**src/design/pair_ctl_pkg.sv**
```systemverilog
/*
  constants and types shared by the channel pair control block: register
  offsets, field positions, reset values and capture state codes.
  assumes a 32-bit classic wishbone bus with byte addresses.
*/
package pair_ctl_pkg;
  // bus geometry
  localparam int ADDR_W = 8;
  localparam int DATA_W = 32;
  localparam int VAL_W = 16;
  localparam int DT_W = 6;

  // register byte offsets
  localparam logic [7:0] FUNC_OFS = 8'h00;
  localparam logic [7:0] CFG_OFS = 8'h04;
  localparam logic [7:0] VAL_EVEN_OFS = 8'h08;
  localparam logic [7:0] VAL_ODD_OFS = 8'h0c;
  localparam logic [7:0] CAPT_EVEN_OFS = 8'h10;
  localparam logic [7:0] CAPT_ODD_OFS = 8'h14;
  localparam logic [7:0] STATUS_OFS = 8'h18;

  // channel_pair_function_select field positions
  localparam int JOIN_BIT = 0;
  localparam int INVERT_BIT = 1;
  localparam int DUAL_EDGE_BIT = 2;
  localparam int ARM_BIT = 3;
  localparam int DEADTIME_BIT = 4;
  localparam int SYNC_BIT = 5;
  localparam int FAULT_BIT = 6;
  // guarded fields: fault, deadtime, dual edge, invert, join
  localparam logic [7:0] FUNC_GUARDED = 8'h57;
  // free fields: value sync and capture arm; bit 7 in neither
  localparam logic [7:0] FUNC_FREE = 8'h28;
  localparam logic [7:0] FUNC_RESET = 8'h00;

  // configuration register field positions
  localparam int CFG_GUARD_OFF_BIT = 0;
  localparam int CFG_EXT_ON_BIT = 1;
  localparam int CFG_MODE_A_BIT = 2;
  localparam int CFG_EDGE_EVEN_LSB = 3;
  localparam int CFG_EDGE_ODD_LSB = 5;
  localparam int CFG_DT_LSB = 8;

  // status register field positions
  localparam int ST_DONE_BIT = 0;
  localparam int ST_ACTIVE_BIT = 1;
  localparam int ST_STATE_LSB = 2;
  localparam int ST_FAULT_BIT = 5;

  // edge select codes
  localparam logic [1:0] EDGE_RISE = 2'h1;
  localparam logic [1:0] EDGE_FALL = 2'h2;
  localparam logic [1:0] EDGE_BOTH = 2'h3;

  // dual edge capture sequencer states, one-hot
  typedef enum logic [2:0] {
    CAP_IDLE = 3'h1,
    CAP_WAIT_EVEN = 3'h2,
    CAP_WAIT_ODD = 3'h4
  } cap_state_t;
endpackage : pair_ctl_pkg

```
**src/design/deadtime_if.sv**
```systemverilog
/*
  carrier between the pair control and its deadtime inserter.
  assumes both ends run on the same clock.
*/
`timescale 1ns/1ps
`default_nettype none
interface deadtime_if;
  logic en; // insertion on
  logic [pair_ctl_pkg::DT_W-1:0] count; // delay in clock cycles
  logic [1:0] want; // requested levels, bit 0 even, bit 1 odd
  logic [1:0] out; // levels after insertion
  modport src (output en, output count, output want, input out);
  modport ins (input en, input count, input want, output out);
endinterface : deadtime_if
`default_nettype wire

```
**src/design/channel_pair_combine_control.sv**
```systemverilog
/*
  control of the first channel pair of the flexible timer unit: function
  select register, output combining and inversion, deadtime, fault gating,
  synchronised value update and dual edge capture, behind classic wishbone.
  assumes pwm levels, counter and sync pulse come from logic on clk_i;
  capture and fault pins are asynchronous.
*/
// Local design decisions: the register offsets and the Wishbone interface to the registers.
// Contract
// - top bit reserved, reads zero, ignores writes
// - fault enable bit gates pair fault control
// - guarded fields written only with guard off
// - sync bit defers value updates to sync
// - deadtime bit inserts deadtime on pair outputs
// - arm starts capture, needs enable and dual-edge
// - one-shot mode clears arm after odd capture
// - dual-edge bit reinterprets mode and edge selects
// - combined odd output equals or inverts even
// - join bit combines pair, else independent
`timescale 1ns/1ps
`default_nettype none
module channel_pair_combine_control #(
  parameter int VAL_W = pair_ctl_pkg::VAL_W
) (
  // clock and reset
  input wire logic clk_i,
  input wire logic rst_i,
  // wishbone slave
  input wire logic wb_cyc_i,
  input wire logic wb_stb_i,
  input wire logic wb_we_i,
  input wire logic [pair_ctl_pkg::ADDR_W-1:0] wb_adr_i,
  input wire logic [3:0] wb_sel_i,
  input wire logic [31:0] wb_dat_i,
  output logic [31:0] wb_dat_o,
  output logic wb_ack_o,
  // timer side, same clock
  input wire logic pwm_even_i,
  input wire logic pwm_odd_i,
  input wire logic [VAL_W-1:0] counter_i,
  input wire logic value_sync_i,
  // pins, asynchronous
  input wire logic cap_even_pin_i,
  input wire logic cap_odd_pin_i,
  input wire logic fault_pin_i,
  // pair outputs
  output logic pwm_ch0_o,
  output logic pwm_ch1_o,
  output logic [VAL_W-1:0] chan_value_even_o,
  output logic [VAL_W-1:0] chan_value_odd_o,
  output logic dual_edge_active_o,
  output logic pair_fault_ctl_on_o
);
  typedef struct packed {
    logic [7:0] func; // channel_pair_function_select
    logic write_guard_off; // guarded fields writable
    logic timer_extended_features_on; // module enable
    logic chan_mode_sel_a; // 1 continuous, 0 one-shot
    logic [1:0] edge_even; // even channel edge select
    logic [1:0] edge_odd; // odd channel edge select
    logic [pair_ctl_pkg::DT_W-1:0] dt_count; // deadtime cycles
    logic [VAL_W-1:0] val_even_buf; // written values
    logic [VAL_W-1:0] val_odd_buf;
    logic [VAL_W-1:0] val_even; // values in use
    logic [VAL_W-1:0] val_odd;
    logic [VAL_W-1:0] capt_even; // captured counter values
    logic [VAL_W-1:0] capt_odd;
    logic done; // sticky pair captured
    pair_ctl_pkg::cap_state_t state; // capture sequencer
    logic [2:0] even_sync; // [0] first stage, [2] previous
    logic [2:0] odd_sync;
    logic [1:0] fault_sync;
    logic ack; // bus answer
    logic [31:0] dat; // read data
    logic ch0; // gated outputs
    logic ch1;
    logic dual_active;
  } state_t;

  state_t s_reg;
  state_t s_next;

  deadtime_if dt ();

  // merge write data into a word under byte enables
  function automatic logic [31:0] merge(input logic [31:0] old,
                                        input logic [31:0] data,
                                        input logic [3:0] sel);
    logic [31:0] res;
    res = old;
    for (int b = 0; b < 4; b++) begin
      if (sel[b]) begin
        res[b*8 +: 8] = data[b*8 +: 8];
      end
    end
    return res;
  endfunction : merge

  // true when the selected edge kind occurred
  function automatic logic edge_hit(input logic [1:0] sel,
                                    input logic now, input logic prev);
    logic rise;
    logic fall;
    rise = now & ~prev;
    fall = ~now & prev;
    case (sel)
      pair_ctl_pkg::EDGE_RISE: edge_hit = rise;
      pair_ctl_pkg::EDGE_FALL: edge_hit = fall;
      pair_ctl_pkg::EDGE_BOTH: edge_hit = rise | fall;
      default: edge_hit = 1'b0;
    endcase
  endfunction : edge_hit

  // deadtime inserter
  deadtime_insert u_deadtime (
    .clk_i(clk_i),
    .rst_i(rst_i),
    .dt(dt.ins)
  );

  logic even_src; // even level before deadtime
  logic odd_src; // odd level before deadtime

  // pair output routing
  always_comb begin
    even_src = pwm_even_i;
    if (s_reg.func[pair_ctl_pkg::JOIN_BIT]) begin
      // one pwm function drives both pins
      odd_src = s_reg.func[pair_ctl_pkg::INVERT_BIT] ?
                ~pwm_even_i : pwm_even_i;
    end else begin
      odd_src = pwm_odd_i;
    end
  end

  assign dt.en = s_reg.func[pair_ctl_pkg::DEADTIME_BIT];
  assign dt.count = s_reg.dt_count;
  assign dt.want = {odd_src, even_src};

  // outputs straight from the state register
  assign wb_dat_o = s_reg.dat;
  assign wb_ack_o = s_reg.ack;
  assign pwm_ch0_o = s_reg.ch0;
  assign pwm_ch1_o = s_reg.ch1;
  assign chan_value_even_o = s_reg.val_even;
  assign chan_value_odd_o = s_reg.val_odd;
  assign dual_edge_active_o = s_reg.dual_active;
  assign pair_fault_ctl_on_o = s_reg.func[pair_ctl_pkg::FAULT_BIT];

  logic do_write; // write takes effect at the acked edge
  logic [31:0] wv; // merged write word
  logic [31:0] cfg_word; // config register image
  logic [31:0] status_word; // status register image
  logic dual_on; // dual edge mode in force
  logic armed; // captures in force
  logic fault_active; // fault forcing outputs low
  logic even_ev; // even channel edge seen
  logic odd_ev; // odd channel edge seen
  logic [7:0] fsel; // function select after write

  // next state
  always_comb begin
    s_next = s_reg;
    wv = '0;
    fsel = s_reg.func;
    cfg_word = '0;
    status_word = '0;
    do_write = wb_cyc_i & wb_stb_i & wb_we_i & s_reg.ack;
    // pin synchronisers, first stage read only by the second
    s_next.even_sync = {s_reg.even_sync[1:0], cap_even_pin_i};
    s_next.odd_sync = {s_reg.odd_sync[1:0], cap_odd_pin_i};
    s_next.fault_sync = {s_reg.fault_sync[0], fault_pin_i};
    even_ev = edge_hit(s_reg.edge_even, s_reg.even_sync[1],
                       s_reg.even_sync[2]);
    odd_ev = edge_hit(s_reg.edge_odd, s_reg.odd_sync[1],
                      s_reg.odd_sync[2]);
    // dual edge mode only with module enable
    dual_on = s_reg.func[pair_ctl_pkg::DUAL_EDGE_BIT] &
              s_reg.timer_extended_features_on;
    armed = dual_on & s_reg.func[pair_ctl_pkg::ARM_BIT];
    fault_active = s_reg.func[pair_ctl_pkg::FAULT_BIT] &
                   s_reg.fault_sync[1];
    s_next.dual_active = dual_on;

    // capture sequencer
    case (s_reg.state)
      pair_ctl_pkg::CAP_IDLE: begin
        if (armed) begin
          s_next.state = pair_ctl_pkg::CAP_WAIT_EVEN;
        end
      end
      pair_ctl_pkg::CAP_WAIT_EVEN: begin
        if (!armed) begin
          s_next.state = pair_ctl_pkg::CAP_IDLE;
        end else if (even_ev) begin
          // even edge opens the measurement
          s_next.capt_even = counter_i;
          s_next.state = pair_ctl_pkg::CAP_WAIT_ODD;
        end
      end
      pair_ctl_pkg::CAP_WAIT_ODD: begin
        if (!armed) begin
          s_next.state = pair_ctl_pkg::CAP_IDLE;
        end else if (odd_ev) begin
          s_next.capt_odd = counter_i;
          s_next.done = 1'b1;
          if (s_reg.chan_mode_sel_a) begin
            // continuous: wait for the next even edge
            s_next.state = pair_ctl_pkg::CAP_WAIT_EVEN;
          end else begin
            // one-shot: disarm after the odd capture
            s_next.func[pair_ctl_pkg::ARM_BIT] = 1'b0;
            s_next.state = pair_ctl_pkg::CAP_IDLE;
          end
        end
      end
      default: begin
        s_next.state = pair_ctl_pkg::CAP_IDLE;
      end
    endcase

    // synchronised value update on the sync pulse
    if (s_reg.func[pair_ctl_pkg::SYNC_BIT] && value_sync_i) begin
      s_next.val_even = s_reg.val_even_buf;
      s_next.val_odd = s_reg.val_odd_buf;
    end

    // register images
    cfg_word[pair_ctl_pkg::CFG_GUARD_OFF_BIT] = s_reg.write_guard_off;
    cfg_word[pair_ctl_pkg::CFG_EXT_ON_BIT] =
      s_reg.timer_extended_features_on;
    cfg_word[pair_ctl_pkg::CFG_MODE_A_BIT] = s_reg.chan_mode_sel_a;
    cfg_word[pair_ctl_pkg::CFG_EDGE_EVEN_LSB +: 2] = s_reg.edge_even;
    cfg_word[pair_ctl_pkg::CFG_EDGE_ODD_LSB +: 2] = s_reg.edge_odd;
    cfg_word[pair_ctl_pkg::CFG_DT_LSB +: pair_ctl_pkg::DT_W] =
      s_reg.dt_count;
    status_word[pair_ctl_pkg::ST_DONE_BIT] = s_reg.done;
    status_word[pair_ctl_pkg::ST_ACTIVE_BIT] = armed;
    status_word[pair_ctl_pkg::ST_STATE_LSB +: 3] = s_reg.state;
    status_word[pair_ctl_pkg::ST_FAULT_BIT] = fault_active;

    // bus writes, after hardware so software arming wins
    if (do_write) begin
      case (wb_adr_i)
        pair_ctl_pkg::FUNC_OFS: begin
          wv = merge({24'h000000, s_reg.func}, wb_dat_i, wb_sel_i);
          // guarded fields keep their value while the guard is on
          fsel = s_reg.write_guard_off ? wv[7:0] : s_reg.func;
          s_next.func = (fsel & pair_ctl_pkg::FUNC_GUARDED) |
                        (wv[7:0] & pair_ctl_pkg::FUNC_FREE);
          // reserved top bit lies in neither mask
        end
        pair_ctl_pkg::CFG_OFS: begin
          wv = merge(cfg_word, wb_dat_i, wb_sel_i);
          s_next.write_guard_off = wv[pair_ctl_pkg::CFG_GUARD_OFF_BIT];
          s_next.timer_extended_features_on =
            wv[pair_ctl_pkg::CFG_EXT_ON_BIT];
          s_next.chan_mode_sel_a = wv[pair_ctl_pkg::CFG_MODE_A_BIT];
          s_next.edge_even = wv[pair_ctl_pkg::CFG_EDGE_EVEN_LSB +: 2];
          s_next.edge_odd = wv[pair_ctl_pkg::CFG_EDGE_ODD_LSB +: 2];
          if (s_reg.write_guard_off) begin
            s_next.dt_count =
              wv[pair_ctl_pkg::CFG_DT_LSB +: pair_ctl_pkg::DT_W];
          end
        end
        pair_ctl_pkg::VAL_EVEN_OFS: begin
          wv = merge({{(32-VAL_W){1'b0}}, s_reg.val_even_buf},
                     wb_dat_i, wb_sel_i);
          s_next.val_even_buf = wv[VAL_W-1:0];
          if (!s_reg.func[pair_ctl_pkg::SYNC_BIT]) begin
            s_next.val_even = wv[VAL_W-1:0];
          end
        end
        pair_ctl_pkg::VAL_ODD_OFS: begin
          wv = merge({{(32-VAL_W){1'b0}}, s_reg.val_odd_buf},
                     wb_dat_i, wb_sel_i);
          s_next.val_odd_buf = wv[VAL_W-1:0];
          if (!s_reg.func[pair_ctl_pkg::SYNC_BIT]) begin
            s_next.val_odd = wv[VAL_W-1:0];
          end
        end
        pair_ctl_pkg::STATUS_OFS: begin
          // write one clears, a new capture in this cycle wins unless done was already set
          if (wb_sel_i[0] && wb_dat_i[pair_ctl_pkg::ST_DONE_BIT] &&
              !(s_next.done && !s_reg.done)) begin
            s_next.done = 1'b0;
          end
        end
        default: begin
          // unmapped or read-only: ignored
        end
      endcase
    end

    // bus answer one cycle after the request
    s_next.ack = wb_cyc_i & wb_stb_i & ~s_reg.ack;
    if (wb_cyc_i && wb_stb_i && !s_reg.ack) begin
      case (wb_adr_i)
        pair_ctl_pkg::FUNC_OFS: s_next.dat =
          {24'h000000, 1'b0, s_reg.func[6:0]};
        pair_ctl_pkg::CFG_OFS: s_next.dat = cfg_word;
        pair_ctl_pkg::VAL_EVEN_OFS: s_next.dat =
          {{(32-VAL_W){1'b0}}, s_reg.val_even_buf};
        pair_ctl_pkg::VAL_ODD_OFS: s_next.dat =
          {{(32-VAL_W){1'b0}}, s_reg.val_odd_buf};
        pair_ctl_pkg::CAPT_EVEN_OFS: s_next.dat =
          {{(32-VAL_W){1'b0}}, s_reg.capt_even};
        pair_ctl_pkg::CAPT_ODD_OFS: s_next.dat =
          {{(32-VAL_W){1'b0}}, s_reg.capt_odd};
        pair_ctl_pkg::STATUS_OFS: s_next.dat = status_word;
        default: s_next.dat = 32'h00000000;
      endcase
    end

    // fault forces both outputs inactive
    s_next.ch0 = dt.out[0] & ~fault_active;
    s_next.ch1 = dt.out[1] & ~fault_active;
  end

  // state register
  always_ff @(posedge clk_i) begin
    if (rst_i) begin
      s_reg <= '0;
      s_reg.func <= pair_ctl_pkg::FUNC_RESET;
      s_reg.state <= pair_ctl_pkg::CAP_IDLE;
    end else begin
      s_reg <= s_next;
    end
  end
endmodule : channel_pair_combine_control
`default_nettype wire

```
**src/design/deadtime_insert.sv**
```systemverilog
/*
  deadtime inserter for one channel pair: rising edges are held back by a
  programmable number of clock cycles, falling edges pass at once.
  assumes synchronous inputs on clk_i.
*/
`timescale 1ns/1ps
`default_nettype none
module deadtime_insert (
  // clock and reset
  input wire logic clk_i,
  input wire logic rst_i,
  // pair side
  deadtime_if.ins dt
);
  typedef struct packed {
    logic [1:0][pair_ctl_pkg::DT_W-1:0] cnt; // cycles seen high
    logic [1:0] out; // delayed levels
  } dt_state_t;

  dt_state_t dt_reg;
  dt_state_t dt_next;

  assign dt.out = dt_reg.out;

  // per channel delay counter
  always_comb begin
    dt_next = dt_reg;
    for (int i = 0; i < 2; i++) begin
      if (!dt.want[i]) begin
        // falling edge passes with no delay
        dt_next.cnt[i] = '0;
        dt_next.out[i] = 1'b0;
      end else if (!dt.en || dt_reg.cnt[i] >= dt.count) begin
        // delay spent, or insertion off
        dt_next.out[i] = 1'b1;
      end else begin
        // still inside the dead band
        dt_next.cnt[i] = dt_reg.cnt[i] + 1'b1;
        dt_next.out[i] = 1'b0;
      end
    end
  end

  // state register
  always_ff @(posedge clk_i) begin
    if (rst_i) begin
      dt_reg <= '0;
    end else begin
      dt_reg <= dt_next;
    end
  end
endmodule : deadtime_insert
`default_nettype wire

```
**config.mk**
```make
export PLATFORM = sky130hd
export DESIGN_NAME = channel_pair_combine_control
export DESIGN_NICKNAME = d
export VERILOG_FILES = /design/src/design/pair_ctl_pkg.sv /design/src/design/deadtime_if.sv /design/src/design/channel_pair_combine_control.sv /design/src/design/deadtime_insert.sv
export SDC_FILE = /design/constraint.sdc
export NUM_CORES = 1
export LEC_CHECK = 0
export ABC_AREA = 1
export ABC_CLOCK_PERIOD_IN_PS = 3700
export BUFFER_PORTS_ARGS = -buffer_cell sky130_fd_sc_hd__buf_2
export CAP_MARGIN = 20
export CORE_MARGIN = 2
export CORE_UTILIZATION = 55
export CTS_CLUSTER_DIAMETER = 200
export DETAILED_ROUTE_END_ITERATION = 16
export PLACE_DENSITY_LB_ADDON = 0.3
export SLEW_MARGIN = 30
export SYNTH_ARGS = -nofsm -noshare
export SYNTH_HDL_FRONTEND = slang
export SYNTH_SLANG_ARGS = --single-unit
```
**constraint.sdc**
```tcl
create_clock -name clk_i -period 3.7 [get_ports clk_i]
set_input_delay 0.74 -clock clk_i [delete_from_list [all_inputs] [get_ports clk_i]]
set_output_delay 0.74 -clock clk_i [all_outputs]
set_load 0.05 [all_outputs]
```
==> results of run 1 <==
[Yosys cell counts (11+ instances only)]
| cell type | number |
|---|---|
| ha_1 | 18 |
| buf_4 | 64 |
| o21ai_0 | 145 |
| dfxtp_1 | 162 |
| o21ai_1 | 22 |
| nor3_1 | 12 |
| buf_2 | 26 |
| inv_1 | 105 |
| nand3_1 | 106 |
| a21oi_1 | 122 |
| clkbuf_1 | 25 |
| nand2_1 | 165 |
| nor2_1 | 122 |
| mux2_2 | 11 |
[critical path: stages]
cell and delay (ps):
buf_2 110, inv_1 60, nand2_1 80, nor2_4 500
nand2_4 160, nor2_8 340, nand2_4 120, clkinv_2 290
o21ai_0 120, a21oi_1 170
[worst paths after layout]
path                                              to  slack (ps)
worst max-delay path            chan_value_even_o[9]        1320
worst max register to register             s_reg[54]        1370
worst min-delay path                      s_next[43]         390
worst min register to register            s_next[43]         390
[kinds of logic (layout without fill, tap and decap cells)]
group,count (synthesis),in the layout
compound gates,294,294
xor+xnor,7,7
fa+ha+maj,18,18
buf+inv,234,263
flops,162,162
mux,11,11
other cells,1,16
simple gates,429,429
[area by class of cell]
cell class / count / area share
Clock buffer: 25 / 0.0575
Clock inverter: 7 / 0.00544
Inverter: 114 / 0.0480
Multi-Input combinational cell: 775 / 0.432
Sequential cell: 162 / 0.362
Tap cell: 184 / 0.0257
Timing Repair Buffer: 117 / 0.0701
[power groups by stage]
stage | clock, W | sequential [W] | combinational (W)
after detailed placement | 0 | 0.00179 | 0.000197
after global routing | 0.00175 | 0.00175 | 0.000218
after CTS | 0.00168 | 0.00175 | 0.000198
after global placement | 0 | 0.00179 | 0.000196
final | 0.00167 | 0.00175 | 0.000201
after floorplan | 0 | 0.00180 | 0.000138
[per-stage QoR]
| step | utilization | hold WS [ps] | instance area, µm² |
|---|---|---|---|
| 5_1_grt | 0.615 | 417 | 8970 |
| 4_1_cts | 0.615 | 399 | 8970 |
| 3_3_place_gp | 0.576 | 389 | 8400 |
| 3_5_place_dp | 0.576 | 393 | 8400 |
| 6_report | 0.615 | 392 | 8970 |
| 2_1_floorplan | - | 388 | 8290 |
[per-layer routing]
| layer | GRT usage | share of wire |
|---|---|---|
| met5 | 0 | 0 |
| met4 | 0.100 | 0.023 |
| met3 | 0.0607 | 0.079 |
| met2 | 0.415 | 0.44 |
| met1 | 0.382 | 0.45 |
==> metrics.cfg, run 1 <==
[synthesis]
synth_fa_ha_area_frac=0.0273
synth_ff_type=dfxtp_1
yosys.area_share.simple=0.231
yosysUniqueCellTypes=34
syn_avg_cell_area_um2=7.12
synthTopCellsByArea=dfxtp_1 (39%), o21ai_0 (8.8%), nand2_1 (7.5%)
synthesis.area_um2=8240
synth_top_area_share=0.394
synthCells=1156
synth_top_family_by_area=simple AND/OR/NAND/NOR gates
async_flop_share=0
netlist.top_cell.by_area=dfxtp_1
synth_seq_area_share=0.394
synthXorXnorAreaFrac=0.00744
synth_compound_area_frac=0.181
synth_warnings=0
synth-edff-count=0
synth_mux_area_frac=0.0150
synth_seq_cells=162

[power]
total_power_w=0.00362
seq_power_share=0.484
ir_drop_v=0.000276
p_clk_frac=0.461
powerDensity_nw_per_um2=404
p_sw_frac=0.238
p_int_w=0.00276
switching_power_w=0.000862
comb_power_share=0.055
p_leak_nw=3.95

[sta]
hold_viol=0
worst_slack_ps=1320
tightest_slew_ps=796
relSlewSlack=0.468
finalCritPeriodShare=0.642
drv_slew=0
fin_crit_ps=2380
rsz0062_at_grt=false
fmax_mhz=421
clock_skew_ps=10.1
finalSetupTns_ps=0
finalSetupViolCount=0

[cells_and_area]
fin_nets=1276
num-fill-cells=1362
layout.area.seq_um2=3240
area_delta_synth_final_pct=8.87
instances_no_fill=1384
layout_common_cells=nand2_1 (164), dfxtp_1 (162), o21ai_0 (145), a21oi_1 (122), nor2_1 (121)
largest_reg_flops=71
final_common_cell=nand2_1
multi_input_area_um2=3870
drive_gt1_frac=0.162
diodes=0

[die]
die-area_um2=16000
core_um2=14600
die_h_um=126
io_pins=140
rows=44
initial_core_util=0.564
die_x_um=126

[setup_path]
cp.arrival_ps=2730
worst-setup-path-type=primary input to flip-flop
path_max_fanout=28
cp-startpoint=wb_adr_i[2]
reg2reg_depth=9
r2r_start=s_reg[40]
cp-start-kind=primary input
required_ps=4050
endpoint_kind=flip-flop

[detailed_routing]
wirelength_um=21500
drtIter0Drc=813
num_vias=7624
drt-pass1-iter-count=5
vias_per_cell=5.51
antenna_left=0
post_drt_wl_per_cell_um=15.6
drc=0

[run]
cap_violations=0

[clocking]
clockBufferDepth=2
ctsHtreeMaxLevel=4
cts_setup_buffers=0
clk_latency_ps=430
tritoncts=done
cts_resized=0
holdBufCountCts=0
clk_pin_slew_ps=60
cts_sinks=162
cts_root_buf=clkbuf_16
cts_inserted_buffers=17

[hold_path]
min_from=s_next[42]
whs_path_depth=2
hold_class=flip-flop to flip-flop

[placed_design]
portBuffers=105
gp_congestion=0.887
dp_hpwl_um=15100
preCtsSetupSlack_ps=965
dp.cells=1352

[global_route]
grt_pass1_wl_um=35000
gr-usage-all-layers=0.273
grt.overflow.total=0
grt_max_degree=57
antenna_found_initial=0
grt_pass1_vias=6838

[outcome]
outcome=finished, final reports clean

(Power assumes the default switching activity.)
==> run 2, diff against run 1 <==
ABC_CLOCK_PERIOD_IN_PS = 2250   (was 3700)
clock period = 2.25 ns   (was 3.7 ns; I/O delays follow)
==> metrics.cfg, run 2 (synthesis gave the netlist of run 1 again) <==
[die]
initial_core_util=0.564
die-area_um2=16000
core_um2=14600
die_x_um=126
io_pins=140
rows=44
die_h_um=126

[setup_path]
critPathSlowestCell=inv_1
cp-start-kind=flip-flop
timing.rr.end=s_reg[68]
worst-setup-path-type=flip-flop to flip-flop
cp-startpoint=s_reg[43]
r2r_start=s_reg[43]
reg2reg_depth=8
required_ps=2620
rrSetupSlack_ps=490
crit_chain=inv_1 > ha_1 > nand3b_1 > nand3_1 > nand2_1 > inv_1 > nor2_1 > nor2_1
endpoint_kind=flip-flop
crit_end=s_reg[68]
crit_path_max_incr_delay_ps=440
path_max_fanout=16
cp.arrival_ps=2130

[clocking]
ctsHtreeMaxLevel=4
cts_root_buf=clkbuf_16
clockBufferDepth=2
holdBufCountCts=0
cts_inserted_buffers=17
cts_resized=0
clk_pin_slew_ps=60
cts_sinks=162
tritoncts=done
cts_setup_buffers=0
clk_latency_ps=430

[cells_and_area]
largest_reg_flops=71
final_common_cell=nand2_1
drive_gt1_frac=0.172
area_delta_synth_final_pct=11.5
layout_common_cells=nand2_1 (165), dfxtp_1 (162), o21ai_0 (145), a21oi_1 (122), nor2_1 (121)
fin_nets=1291
diodes=0

[sta]
finalSetupViolCount=0
finalSetupTns_ps=0
clock_skew_ps=8.01
fin_crit_ps=1760
worst_slack_ps=493
fmax_mhz=569
relSlewSlack=0.611
hold_viol=0
rsz0062_at_grt=false
finalCritPeriodShare=0.781
tightest_slew_ps=583
drv_slew=0

[placed_design]
portBuffers=105
gp_congestion=0.902
dp_hpwl_um=15100
preCtsSetupSlack_ps=252

[detailed_routing]
wirelength_um=21500
vias_per_cell=5.43
num_vias=7595
post_drt_wl_per_cell_um=15.3
drc=0
drtIter0Drc=894
drt-pass1-iter-count=5
antenna_left=0

[global_route]
globalRouteMet2Util=0.419
grt.overflow.total=0
gr-usage-met3=0.0510
grt_max_degree=82
gr-max-usage-layer=met2
met1_usage=0.379
antenna_found_initial=0
grt_pass1_wl_um=34500
gr-usage-all-layers=0.270
grt_pass1_vias=6865

[hold_path]
hold_class=primary input to flip-flop

[power]
p_int_w=0.00499
seq_power_share=0.447
powerDensity_nw_per_um2=701
p_sw_frac=0.225
ir_drop_v=0.000490
switching_power_w=0.00145
comb_power_share=0.052
p_leak_nw=4.09
p_clk_frac=0.501

[run]
cap_violations=0

[outcome]
outcome=finished, final reports clean

[run 2: cell types whose count changed in the layout (fill, tap and decap cells not counted), sizes merged]
| cell | change |
|---|---|
| buf | +15 |
| bufinv | +5 |
| clkbuf | -5 |
| clkinv | +2 |
| clkinvlp | -2 |
[run 2: critical path, delay by kind of cell, from the launching register on]
kind | cells | cell delay, ps
simple gates | 5 | 600
buf+inv | 2 | 490
flops | 1 | 330
fa+ha+maj | 1 | 280
[run 2: how the worst min path moves through the flow]
stage,start,endpoint,slack [ps],cells after the start
2_1_floorplan,s_next[39],s_next[40],390,2
3_3_place_gp,s_next[39],s_next[40],390,2
3_5_place_dp,s_next[39],s_next[40],400,2
4_1_cts,cap_odd_pin_i,s_next[39],210,3
5_1_grt,cap_odd_pin_i,s_next[39],230,3
6_report,cap_odd_pin_i,s_next[39],220,3
[run 2: power groups by stage]
| stage | clock, W | sequential [W] | combinational (W) |
|---|---|---|---|
| final | 0.00322 | 0.00288 | 0.000336 |
| after global routing | 0.00338 | 0.00288 | 0.000363 |
| after CTS | 0.00325 | 0.00288 | 0.000331 |
| after detailed placement | 0 | 0.00295 | 0.000330 |
| after global placement | 0 | 0.00295 | 0.000328 |
| after floorplan | 0 | 0.00295 | 0.000226 |
[run 2: stage by stage]
stage / utilization / hold WS, ps / power, W / std cells / area (µm²)
2_1_floorplan: - / 388 / 0.00318 / 1171 / 8290
3_3_place_gp: 0.584 / 389 / 0.00327 / 1367 / 8520
3_5_place_dp: 0.584 / 396 / 0.00328 / 1367 / 8520
4_1_cts: 0.630 / 209 / 0.00646 / 1399 / 9190
5_1_grt: 0.630 / 228 / 0.00663 / 1399 / 9190
6_report: 0.630 / 217 / 0.00644 / 1399 / 9190
[run 2: metal layers]
metal / vias to the layer above / wire length [µm]
li1: 3808 / -
met1: 3473 / 9880
met2: 287 / 9880
met3: 27 / 1370
met4: 0 / 343
met5: - / 0
[run 2: layout make-up]
class	count	area [µm²]
fill	1335	5400
multi-input combinational	775	3870
sequential	162	3240
timing repair buffer	132	753
clock buffer	20	457
inverter	114	430
tap	184	230
clock inverter	12	205
